==> src/rtl/nv_host_pkg.sv <==
package nv_host_pkg;
  localparam int unsigned  clk_mhz          = 10;
  localparam int unsigned  addr_w           = 15;
  localparam int unsigned  data_w           = 8;
  localparam int unsigned  mem_bytes        = 32768;
  localparam int unsigned  seq_cmp_w        = 14;
  localparam int unsigned  cyc_lo           = 1;
  localparam int unsigned  cyc_hi           = 1;
  localparam int unsigned  store_ms         = 10;
  localparam int unsigned  store_cycles     = store_ms * 1000 * clk_mhz;
  localparam int unsigned  reload_us        = 550;
  localparam int unsigned  reload_cycles    = reload_us * clk_mhz;
  localparam int unsigned  rd_sync_cycles   = 2;
  localparam logic [13:0]  seq_a1           = 14'h0e38;
  localparam logic [13:0]  seq_a2           = 14'h31c7;
  localparam logic [13:0]  seq_a3           = 14'h03e0;
  localparam logic [13:0]  seq_a4           = 14'h3c1f;
  localparam logic [13:0]  seq_a5           = 14'h303f;
  localparam logic [13:0]  seq_save         = 14'h0fc0;
  localparam logic [13:0]  seq_reload       = 14'h0c63;
  localparam logic [2:0]   seq_steps        = 3'h6;

  typedef enum logic [1:0] {
    op_read, op_write, op_save, op_reload
  } op_type;

  typedef struct packed {
    op_type      op;
    logic [14:0] addr;
    logic [7:0]  wdata;
  } cmd_type;

  typedef struct packed {
    logic        ce_n;
    logic        oe_n;
    logic        we_n;
    logic [14:0] addr;
  } pins_type;
endpackage : nv_host_pkg

==> src/rtl/nv_host.sv <==
// Overview of operation
// read: chip select and output drive low, write strobe high
// fifteen address bits pick one of 32,768 bytes
// read data follows the address; sampled while selected
// data pins released while output drive high
// write: select and strobe low; data taken when either rises
// host holds address stable through the whole write
// host keeps output drive high during writes
// six ordered reads request a nonvolatile operation
// sixth read at save address starts a save
// sixth read at reload address starts a reload
// any other access between steps aborts the sequence
// host uses only reads with write strobe high for steps
// port disabled while a save runs
// port usable again after the save time
// reload clears then copies the array
// port usable again after the reload time
// supply rising starts an automatic reload
// host keeps strobes idle during power-up reload
// below threshold, saves and writes are not issued
// sequence addresses use only the lower 14 bits
// save wait is 10 ms
// power-up reload wait is 550 us
// a mismatch restarts; first address counts as step one
module nv_host (
  // clock and reset
  input  wire logic                   sys_clk,
  input  wire logic                   rst,
  input  wire logic                   clk_en,
  // supply status pin
  input  wire logic                   supply_ok,
  // command side
  input  wire logic                   cmd_valid,
  input  nv_host_pkg::cmd_type        cmd,
  output logic                        cmd_ready,
  output logic                        rsp_valid,
  output logic [7:0]                  rsp_data,
  output logic                        busy,
  // memory pins
  output nv_host_pkg::pins_type       pins,
  output logic [7:0]                  data_pins_out,
  output logic                        data_pins_oe_n,
  input  wire logic [7:0]             data_pins_in
);
  typedef enum logic [2:0] {
    st_idle, st_rd, st_wr, st_seq, st_wait, st_gap
  } state_type;

  function automatic logic [13:0] seq_addr(input logic [2:0] idx,
                                           input logic       rel);
    case (idx)
      3'h0: seq_addr = nv_host_pkg::seq_a1;
      3'h1: seq_addr = nv_host_pkg::seq_a2;
      3'h2: seq_addr = nv_host_pkg::seq_a3;
      3'h3: seq_addr = nv_host_pkg::seq_a4;
      3'h4: seq_addr = nv_host_pkg::seq_a5;
      default: seq_addr = rel ? nv_host_pkg::seq_reload
                              : nv_host_pkg::seq_save;
    endcase
  endfunction : seq_addr

  localparam logic [19:0] store_cnt  = 20'(nv_host_pkg::store_cycles);
  localparam logic [19:0] reload_cnt = 20'(nv_host_pkg::reload_cycles);
  localparam logic [19:0] rd_cnt     = 20'(nv_host_pkg::rd_sync_cycles);

  logic                   ok_s1_r, ok_s2_r, ok_s3_r;
  logic [7:0]             din_s1_r, din_s2_r;
  state_type              state_r, state_nxt;
  nv_host_pkg::pins_type  pins_r, pins_nxt;
  logic [7:0]             dout_r, dout_nxt;
  logic                   doe_n_r, doe_n_nxt;
  logic [2:0]             step_r, step_nxt;
  logic                   rel_r, rel_nxt;
  logic [19:0]            cnt_r, cnt_nxt;
  logic                   rdy_r, rdy_nxt;
  logic                   rv_r, rv_nxt;
  logic [7:0]             rd_r, rd_nxt;
  logic                   busy_r, busy_nxt;
  logic                   pend_r, pend_nxt;

  always_comb begin
    state_nxt = state_r;
    pins_nxt  = pins_r;
    dout_nxt  = dout_r;
    doe_n_nxt = doe_n_r;
    step_nxt  = step_r;
    rel_nxt   = rel_r;
    cnt_nxt   = cnt_r;
    rdy_nxt   = 1'b0;
    rv_nxt    = 1'b0;
    rd_nxt    = rd_r;
    busy_nxt  = busy_r;
    pend_nxt  = pend_r || (ok_s2_r && !ok_s3_r);
    case (state_r)
      st_idle: begin
        if (pend_r) begin
          pend_nxt  = 1'b0;
          cnt_nxt   = reload_cnt;
          busy_nxt  = 1'b1;
          state_nxt = st_wait;
        end else if (cmd_valid && rdy_r) begin
          pins_nxt.addr = cmd.addr;
          busy_nxt = 1'b1;
          case (cmd.op)
            nv_host_pkg::op_read: begin
              pins_nxt.ce_n = 1'b0;
              pins_nxt.oe_n = 1'b0;
              cnt_nxt   = rd_cnt;
              state_nxt = st_rd;
            end
            nv_host_pkg::op_write: begin
              if (ok_s2_r) begin
                pins_nxt.ce_n = 1'b0;
                pins_nxt.we_n = 1'b0;
                dout_nxt  = cmd.wdata;
                doe_n_nxt = 1'b0;
                state_nxt = st_wr;
              end else begin
                rv_nxt    = 1'b1;
                busy_nxt  = 1'b0;
                state_nxt = st_gap;
              end
            end
            default: begin
              rel_nxt  = (cmd.op == nv_host_pkg::op_reload);
              step_nxt = 3'h0;
              if (!ok_s2_r && cmd.op == nv_host_pkg::op_save) begin
                rv_nxt    = 1'b1;
                busy_nxt  = 1'b0;
                state_nxt = st_gap;
              end else begin
                pins_nxt.addr = {1'b0, nv_host_pkg::seq_a1};
                pins_nxt.ce_n = 1'b0;
                state_nxt = st_seq;
              end
            end
          endcase
        end
      end
      st_rd: begin
        if (cnt_r != 20'h0) begin
          cnt_nxt = cnt_r - 20'h1;
        end else begin
          rd_nxt        = din_s2_r;
          pins_nxt.ce_n = 1'b1;
          pins_nxt.oe_n = 1'b1;
          rv_nxt        = 1'b1;
          busy_nxt      = 1'b0;
          state_nxt     = st_gap;
        end
      end
      st_wr: begin
        pins_nxt.ce_n = 1'b1;
        pins_nxt.we_n = 1'b1;
        rv_nxt        = 1'b1;
        busy_nxt      = 1'b0;
        state_nxt     = st_gap;
      end
      st_seq: begin
        pins_nxt.ce_n = 1'b1;
        if (step_r == nv_host_pkg::seq_steps - 3'h1) begin
          cnt_nxt   = rel_r ? reload_cnt : store_cnt;
          state_nxt = st_wait;
        end else begin
          step_nxt  = step_r + 3'h1;
          state_nxt = st_gap;
        end
      end
      st_wait: begin
        if (cnt_r == 20'h0) begin
          rv_nxt    = 1'b1;
          busy_nxt  = 1'b0;
          state_nxt = st_gap;
        end else begin
          cnt_nxt = cnt_r - 20'h1;
        end
      end
      st_gap: begin
        doe_n_nxt = 1'b1;
        if (busy_r) begin
          pins_nxt.addr = {1'b0, seq_addr(step_r, rel_r)};
          pins_nxt.ce_n = 1'b0;
          state_nxt     = st_seq;
        end else begin
          state_nxt = st_idle;
        end
      end
      default: state_nxt = st_idle;
    endcase
    rdy_nxt = (state_nxt == st_idle) && !pend_nxt;
  end

  always_ff @(posedge sys_clk) begin
    if (rst) begin
      ok_s1_r  <= 1'b0;
      ok_s2_r  <= 1'b0;
      ok_s3_r  <= 1'b0;
      din_s1_r <= 8'h00;
      din_s2_r <= 8'h00;
      state_r  <= st_idle;
      pins_r   <= '{ce_n: 1'b1, oe_n: 1'b1, we_n: 1'b1, addr: 15'h0000};
      dout_r   <= 8'h00;
      doe_n_r  <= 1'b1;
      step_r   <= 3'h0;
      rel_r    <= 1'b0;
      cnt_r    <= 20'h00000;
      rdy_r    <= 1'b0;
      rv_r     <= 1'b0;
      rd_r     <= 8'h00;
      busy_r   <= 1'b0;
      pend_r   <= 1'b0;
    end else if (clk_en) begin
      ok_s1_r  <= supply_ok;
      ok_s2_r  <= ok_s1_r;
      ok_s3_r  <= ok_s2_r;
      din_s1_r <= data_pins_in;
      din_s2_r <= din_s1_r;
      state_r  <= state_nxt;
      pins_r   <= pins_nxt;
      dout_r   <= dout_nxt;
      doe_n_r  <= doe_n_nxt;
      step_r   <= step_nxt;
      rel_r    <= rel_nxt;
      cnt_r    <= cnt_nxt;
      rdy_r    <= rdy_nxt;
      rv_r     <= rv_nxt;
      rd_r     <= rd_nxt;
      busy_r   <= busy_nxt;
      pend_r   <= pend_nxt;
    end
  end

  assign pins           = pins_r;
  assign data_pins_out  = dout_r;
  assign data_pins_oe_n = doe_n_r;
  assign cmd_ready      = rdy_r;
  assign rsp_valid      = rv_r;
  assign rsp_data       = rd_r;
  assign busy           = busy_r;
endmodule : nv_host

==> config.mk <==
export PLATFORM = sky130hd
export DESIGN_NAME = nv_host
export DESIGN_NICKNAME = d
export VERILOG_FILES = /design/src/rtl/nv_host_pkg.sv /design/src/rtl/nv_host.sv
export SDC_FILE = /design/constraint.sdc
export NUM_CORES = 1
export LEC_CHECK = 0
export BUFFER_PORTS_ARGS = -buffer_cell sky130_fd_sc_hd__buf_4
export CELL_PAD_IN_SITES_DETAIL_PLACEMENT = 2
export CELL_PAD_IN_SITES_GLOBAL_PLACEMENT = 2
export CORE_UTILIZATION = 27
export CTS_BUF_LIST = sky130_fd_sc_hd__clkbuf_8 sky130_fd_sc_hd__clkbuf_16
export CTS_CLUSTER_SIZE = 16
export DETAILED_ROUTE_END_ITERATION = 6
export HOLD_SLACK_MARGIN = 0.08
export PLACE_DENSITY = 0.68
export SLEW_MARGIN = 20
export SYNTH_ARGS = -nofsm -noshare
export SYNTH_HDL_FRONTEND = slang
export SYNTH_SLANG_ARGS = --single-unit
==> constraint.sdc <==
create_clock -name sys_clk -period 2.2 [get_ports sys_clk]
set_input_delay 0.11 -clock sys_clk [delete_from_list [all_inputs] [get_ports sys_clk]]
set_output_delay 0.11 -clock sys_clk [all_outputs]
set_load 0.05 [all_outputs]
# Word level (Yosys, flattened, before mapping)
# Index checks and enable logic that the tools add are counted.
# totals
ff_bits	85
latchBits	0
mem_bits_rw	0
mem_bits_ro	0
input_bits	38
elab_cells	151
memories	0
# op_classes
n_addsub	2
multipliers	0
n_div	0
order_cmp	0
n_eq_ne	30
shift	0
n_mux	62
bitwise_logic	3
reduce_logical	34
# ops
op	n
$mux W20	6
$pmux W20 S4	1
$pmux W14 S5	1
$mux W15	3
$mux W18	2
$mux W3	10
$pmux W15 S2	1
$reduce_and A6 Y1	5
$mux W1	22
$ne A2 B2 Y1 const B	11
$logic_not A20 Y1	1
$reduce_bool A20 Y1	1
$sub A20 B1 Y20 const B	1
$pmux W3 S6	1
$mux W17	1
$reduce_and A5 Y1	3
$eq A3 B2 Y1 const B	4
$eq A3 B3 Y1 const B	4
$pmux W1 S2	6
$pmux W1 S4	3
$pmux W3 S2	2
$reduce_bool A4 Y1	3
$mux W10	1
$logic_not A3 Y1	3
other kinds (19)	35

# Logic depth before layout (Yosys ltp)
# Gate-level depths: netlist of run 1.
# depth
depth_word	9
depth_mapped	8
depth_no_buf	7

# Least setup slack after synthesis of run 1
# OpenSTA, ideal clock, no wires.
# synth_timing
path_kind	flip-flop to flip-flop
from	register rdy_r, in the netlist cmd_ready
to	register cnt_r[17]
setup_time_ps	59
arrival_time_ps	2028
required_ps	2141
path_slack_ps	113
path_stages_with_launch	7
n_path_buf	1
synth_period_minus_slack_ps	2087
cell_sequence	dfxtp_1 nand4bb_4 a221oi_4 o31ai_2 buf_6 or4_1 nand2_1
# synth_between
elab_chain_len	3
# synth_lines
item	line	text
start, declared	nv_host.sv:75	logic rdy_r, rdy_nxt;
start signal, assigned	nv_host.sv:225	rdy_r <= rdy_nxt;
$logic_and A1 B1 Y1	nv_host.sv:101	end else if (cmd_valid && rdy_r) begin
$ne A3 B3 Y1 (no line)	--	
$reduce_and A7 Y1 (no line)	--	
end signal, assigned	nv_host.sv:224	cnt_r <= cnt_nxt;
end, declared	nv_host.sv:74	logic [19:0] cnt_r, cnt_nxt;
# Every way passes these cells.
# A chain may end at the register's enable or synchronous reset.

# Final worst setup path of run 1
# layout_timing
from	register step_r[1]
to	register cnt_r[13]
# layout_between
elab_chain_len	3
# layout_lines
item	line	text
start, declared	nv_host.sv:72	logic [2:0] step_r, step_nxt;
start signal, assigned	nv_host.sv:222	step_r <= step_nxt;
$eq A3 B3 Y1	nv_host.sv:161	if (step_r == nv_host_pkg::seq_steps - 3'h1) begin
$ne A2 B2 Y1 (no line)	--	
$reduce_and A7 Y1 (no line)	--	
# Every way passes these cells.

==> results of run 1 <==
through the flow:
stage	instances	util (%)	instance area (µm²)
after floorplan	503	-	4270
after global placement	789	33.9	5190
after detailed placement	789	33.9	5190
after CTS	834	37.7	5770
after global routing	839	38.2	5850
final	839	38.2	5850
area by class of cell:
class,instances,area [µm²]
clock buffer,11,253
clock inverter,5,35.0
fill,1736,9460
inverter,11,41.3
multi-input combinational,374,2400
sequential,85,1710
tap,211,264
timing repair buffer,142,1150
routing by layer:
| layer | up-vias | track usage (%) | routed length, µm |
|---|---|---|---|
| met5 | - | 0 | 0 |
| met4 | 0 | 7.20 | 289 |
| met3 | 20 | 3.80 | 513 |
| met2 | 69 | 33.5 | 7410 |
| met1 | 2084 | 22.1 | 6470 |
| li1 | 2056 | - | - |
cells in the mapped netlist (all sizes together) (3+ instances only):
cell	number	area, µm²
nor3	18	101
dfxtp	85	1700
o31a	3	26.3
nor4	7	73.8
buf	18	114
ha	6	75.1
clkbuf	16	60.1
nand2b	5	31.3
o21ai	42	210
nand3	13	70.1
o31ai	9	72.6
nor3b	4	30.0
a21o	4	30.0
or4	4	33.8
mux2i	36	360
nand4	4	40.0
or3	6	37.5
o21a	4	30.0
nor2b	4	25.0
nor2	72	280
o211ai	8	60.1
and3b	3	26.3
nand2	32	120
a211oi	12	90.1
a21oi	43	219
inv	10	37.5
and3	4	25.0
repair_timing:
action                                 in CTS  in global routing
setup endpoints to repair                   0                 29
buffers inserted                            0                  4
endpoints found under the hold margin      29                  0
hold buffers                               29                  0
gates resized for setup                     0                 11
cells by family after synthesis:
| group | synth area share, % |
|---|---|
| adder cells (fa/ha/maj) | 1.99 |
| AND/OR/NAND/NOR | 22.7 |
| XOR/XNOR | 0.615 |
| AO/OA/AOI/OAI | 21.4 |
| flip-flops | 39.8 |
| multiplexers | 8.44 |
| buffers and inverters | 5.04 |
power breakdown:
part           internal, µW  switching (µW)  leakage, µW
Clock                   827             662     0.000136
Combinational           760            1070      0.00155
Sequential             1650             122     0.000692
Total                  3240            1850      0.00238
sequential cells by signal (all words and copies together) (netlist names):
register / cells
cnt_r: 20
pins: 18
data_pins_out: 8
din_s1_r: 8
din_s2_r: 8
rsp_data: 8
state_r: 3
step_r: 3
busy: 1
cmd_ready: 1
data_pins_oe_n: 1
ok_s1_r: 1
ok_s2_r: 1
ok_s3_r: 1
pend_r: 1
rel_r: 1
rsp_valid: 1
critical path, cell delays in order (launching register included):
cell and delay [ps]:
dfxtp_1 350, inv_2 80, ha_2 180, nand3_2 110, a221oi_4 360, o31ai_4 120, buf_4 180, or4_1 490
a21oi_2 140
path summary, 6_finish.rpt:
kind,endpoint,start
worst max-delay path,cnt_r[13],step_r[1]
worst max register to register,cnt_r[13],step_r[1]
worst min-delay path,pins[5],cmd[13]
worst min register to register,pins[14],pins[14]
==> results by group, run 1 <==
Status
  – Outcome: finished, final reports clean

STA
  – Final period utilization: 94.3%
  – Worst Tran Pin Value: 726 ps
  – Setup WS post-layout: 125 ps
  – Max Slew Vio Count: 0
  – Setup violators final: 0
  – Final Hold Fails: 0
  – Final Skew: a little under 9 ps
  – Rel. slew slack: 51.6%
  – Max frequency: 482 MHz
  – Setup TNS: 0 ps
  – Final min period: 2080 ps
  – RSZ-0062 raised after global routing: no
  – Hold Worst Slack: 99.2 ps

Floorplan
  – Die area: 16300 µm²
  – Standard-cell row count: 45
  – Core area: around 15000 µm²
  – Initial core utilization: 27.9%
  – Die X-Extent: 128 µm
  – Die Height: 128 µm
  – Io pins: 76

Detailed routing
  – DRC viols: 0
  – DR pass1 iterations: 4
  – Post-Route WL: 14700 µm
  – Via count: 4229
  – Routed Antenna Nets: 0
  – First DRT Iteration DRCs: 126
  – Wire per inst: between 15 and 20 µm
  – Vias/cell: 5.04

Power and ir drop
  – Peak VDD IR: 0.427 mV
  – Total power: 5090 µW
  – Power Dens Cells: 870 nW/µm²
  – Lkg Pwr: 0.00238 µW

Global routing
  – First-pass GRT wire length: 24100 µm
  – Total GRT Usage: 18.8%
  – Initial antenna violation count: 0
  – Largest net degree at the start of global routing: 67
  – Vias in the first global route: between 4000 and 5000
  – Grt total ovfl: 0

Placed design
  – Input/output buffers: 75
  – Dpl ws: around 31 ps
  – HPWL after DPL: 10300 µm
  – Routability cong.: about 0.75

Yosys
  – Post-Syn Area per Cell: 8.49 µm²
  – YS warnings: 0
  – Cells after synthesis: ~500
  – Post-Syn Area: around 4300 µm²
  – Dominant synthesized flop cell: dfxtp_1
  – Synthesized flop and latch total: 85
  – Post-synthesis sequential area ratio: 39.8%
  – Post-synth net total: roughly 550
  – Post-synthesis async set-or-reset flop share: 0%
  – Post-synth EDFFs: 0
  – Synth cell types: 63

Clocking
  – H-Tree Depth: 3
  – Clock sink count: 85
  – CTS tree: yes
  – CTS Buf Count: 9
  – Clock-pin transition on the worst setup and hold timing paths: 60 ps
  – Clk_lat worst skew: 350 ps
  – Clk root buf: clkbuf_16
  – CTS max path bufs: 2

Finish
  – Most frequent cells in the layout: buf_4, dfxtp_1, nor2_1, o21ai_0, a21oi_1
  – Nets: 667
  – Synth-to-layout area growth: 37.0%
  – Commonest non-fill, non-tap cell in the layout: buf_4
  – Diodes inserted: 0
  – Layout cell share with drive strength beyond 1: 24.2%

Min path
  – HP Class: primary input to flop
  – Hold path cells: 3

Setup path
  – Setup CP Type: flop to flop
  – Critical Path Fanout Max: 11
  – Crit path capture type: flop
  – Worst reg2reg path depth: 8
  – R2r setup slk: 120 ps
  – Type of origin of the critical path: flop
  – WP data arrival: roughly 2400 ps
  – Critical path required time: 2480 ps

Run
  – Max-cap violation count: 0
Note: power is estimated with default switching activity, not from simulation.
==> run 2, diff against run 1 <==
CORE_ASPECT_RATIO = 1.2   (was unset)
PLACE_DENSITY = 0.71   (was 0.68)
==> run 2 against run 1 <==
  * Flip-flop and latch count unchanged
  * Register-to-register slack got worse by 40 ps
  * Wire length rose by 0.48%
  * Global-route usage increased by 0.44 points
  * Cell area is 0.24% higher
  * Sequential power hardly changed
  * Die area hardly changed
  * Power rose by 2.7%
  * Non-clock buffer count rose by 1
  * Largest cell class unchanged
  * Largest power group is now sequential cells
==> results by group, run 2 (synthesized netlist as in run 1, its figures left out) <==
Global routing
  – Vias in the first global route: 4758 (was 4652)
  – Grt total ovfl: 0 (unchanged)
  – First-pass GRT wire length: 24600 µm (was 24100 µm)
  – Largest net degree at the start of global routing: 54 (was 67)
  – Total GRT Usage: 19.2% (was 18.8%)
  – Initial antenna violation count: 0 (unchanged)

Run
  – Max-cap violation count: 0 (unchanged)

Setup path
  – Worst R2R Start: state_r[1] (was step_r[1])
  – Worst reg2reg path depth: 7 (was 8)
  – Crit path capture type: flop (unchanged)
  – Setup CP Type: flop to flop (unchanged)
  – Reg2reg end: rsp_data[3] (was cnt_r[13])
  – Type of origin of the critical path: flop (unchanged)
  – Critical path launch point: state_r[1] (was step_r[1])
  – R2r setup slk: 90 ps (was 120 ps)
  – Critical Path Fanout Max: 11 (unchanged)
  – Critical path required time: 2410 ps (was 2480 ps)
  – WP data arrival: 2330 ps (was 2360 ps)

Placed design
  – Routability cong.: 0.760 (was 0.754)
  – Dpl ws: 23.0 ps (was 31.4 ps)
  – Input/output buffers: 75 (unchanged)
  – Placed Area: 5230 µm² (was 5190 µm²)
  – HPWL after DPL: 10600 µm (was 10300 µm)

Clocking
  – CTS max path bufs: 2 (unchanged)
  – Clock sink count: 85 (unchanged)
  – H-Tree Depth: 3 (unchanged)
  – Clk root buf: clkbuf_16 (unchanged)
  – CTS tree: yes (unchanged)
  – Clk_lat worst skew: 350 ps (about the same)
  – Clock-pin transition on the worst setup and hold timing paths: 70 ps (was 60 ps)
  – CTS Buf Count: 9 (unchanged)

Finish
  – Synth-to-layout area growth: 37.3% (was 37.0%)
  – Nets: 667 (unchanged)
  – Layout cell share with drive strength beyond 1: 23.6% (was 24.2%)
  – Most frequent cells in the layout: buf_4, dfxtp_1, nor2_1, o21ai_0, a21oi_1 (unchanged)
  – Max reg flops: 20 (unchanged)
  – Diodes inserted: 0 (unchanged)
  – Commonest non-fill, non-tap cell in the layout: buf_4 (unchanged)
  – Final instance area: 5860 µm² (was 5850 µm²)
  – Largest Register: cnt_r (unchanged)

Min path
  – HP Class: primary input to flop (unchanged)
  – Hold path cells: 3 (unchanged)
  – Hold Path Sink: pins[6] (was pins[5])
  – Hold Path Origin: cmd[14] (was cmd[13])

Detailed routing
  – DR pass1 iterations: 4 (unchanged)
  – DRC viols: 0 (unchanged)
  – Wire per inst: 17.6 µm (was 17.5 µm)
  – Routed Antenna Nets: 0 (unchanged)
  – First DRT Iteration DRCs: 116 (was 126)
  – Vias/cell: 5.08 (was 5.04)
  – Post-Route WL: 14800 µm (was 14700 µm)
  – Via count: 4247 (was 4229)

STA
  – Setup violators final: 0 (unchanged)
  – Rel. slew slack: 60.4% (was 51.6%)
  – Final min period: 2110 ps (was 2080 ps)
  – Setup TNS: 0 ps (unchanged)
  – Worst Tran Pin Value: 594 ps (was 726 ps)
  – Max Slew Vio Count: 0 (unchanged)
  – Final Hold Fails: 0 (unchanged)
  – Max frequency: 474 MHz (was 482 MHz)
  – Final Skew: 10.5 ps (was 8.78 ps)
  – Setup WS post-layout: 88.6 ps (was 125 ps)
  – Hold Worst Slack: 89.7 ps (was 99.2 ps)
  – Final period utilization: 96.0% (was 94.3%)

Floorplan
  – Die X-Extent: 117 µm (was 128 µm)
  – Core area: 15500 µm² (was 15300 µm²)
  – Die area: 16300 µm² (about the same)
  – Io pins: 76 (unchanged)
  – Initial core utilization: 27.5% (was 27.9%)
  – Standard-cell row count: 50 (was 45)
  – Die Height: 140 µm (was 128 µm)

Power and ir drop
  – Power Dens Cells: 892 nW/µm² (was 870 nW/µm²)
  – Peak VDD IR: 0.464 mV (was 0.427 mV)
  – Total power: 5230 µW (was 5090 µW)
  – Lkg Pwr: 0.00241 µW (was 0.00238 µW)

Status
  – Outcome: finished, final reports clean (unchanged)
run 2: cell types whose count changed in the layout (fill, tap and decap cells not counted), sizes merged:
| cell | change |
|---|---|
| clkinvlp | -3 |
| buf | +2 |
| bufinv | +2 |
| clkbuf | -2 |
| clkinv | +2 |
| dlygate4sd3 | -1 |
| inv | +1 |
| nand4 | -1 |
run 2: worst max-delay path by stage:
stage / to / slack, ps
finish: rsp_data[3] / 90
global route: rsp_data[3] / -40
CTS: cnt_r[13] / 40
detailed placement: cnt_r[2] / 20
global placement: cnt_r[9] / 90
floorplan: cnt_r[17] / 110
run 2: per-stage QoR:
stage	util (%)	cells
6_report	37.8	836
3_3_place_gp	33.7	792
2_1_floorplan	-	503
3_5_place_dp	33.7	792
4_1_cts	37.7	836
5_1_grt	37.8	836
run 2: timing repair:
action,in CTS,in global routing
hold endpoints to repair,28,0
setup endpoints to repair,4,13
gates resized for setup,1,4
setup buffers,0,0
hold buffers,28,0
pin swaps,0,1
run 2: where the power goes:
group	internal [µW]	switching, µW
Clock	1010	711
Sequential	1650	113
Combinational	710	1030
Total	3370	1860
run 2: cell type report:
| class | instances | area (µm²) |
|---|---|---|
| clock buffer | 9 | 225 |
| clock inverter | 7 | 104 |
| fill | 1786 | 9650 |
| inverter | 11 | 41.3 |
| multi-input combinational | 373 | 2370 |
| sequential | 85 | 1700 |
| tap | 208 | 260 |
| timing repair buffer | 143 | 1160 |
run 2: routing by layer:
| layer | part of all wire [%] | track usage [%] |
|---|---|---|
| met4 | 1.6 | 5.86 |
| met5 | 0 | 0 |
| met1 | 42 | 22.2 |
| met3 | 3.6 | 4.14 |
| met2 | 53 | 34.8 |
run 2: worst max-delay path: stages (launching register included):
cell     delay, ps
dfxtp_1        400
buf_4          220
nor3b_1        380
nand4_1        150
or3_1          350
buf_4          210
mux2i_1        190
nor2_1          70
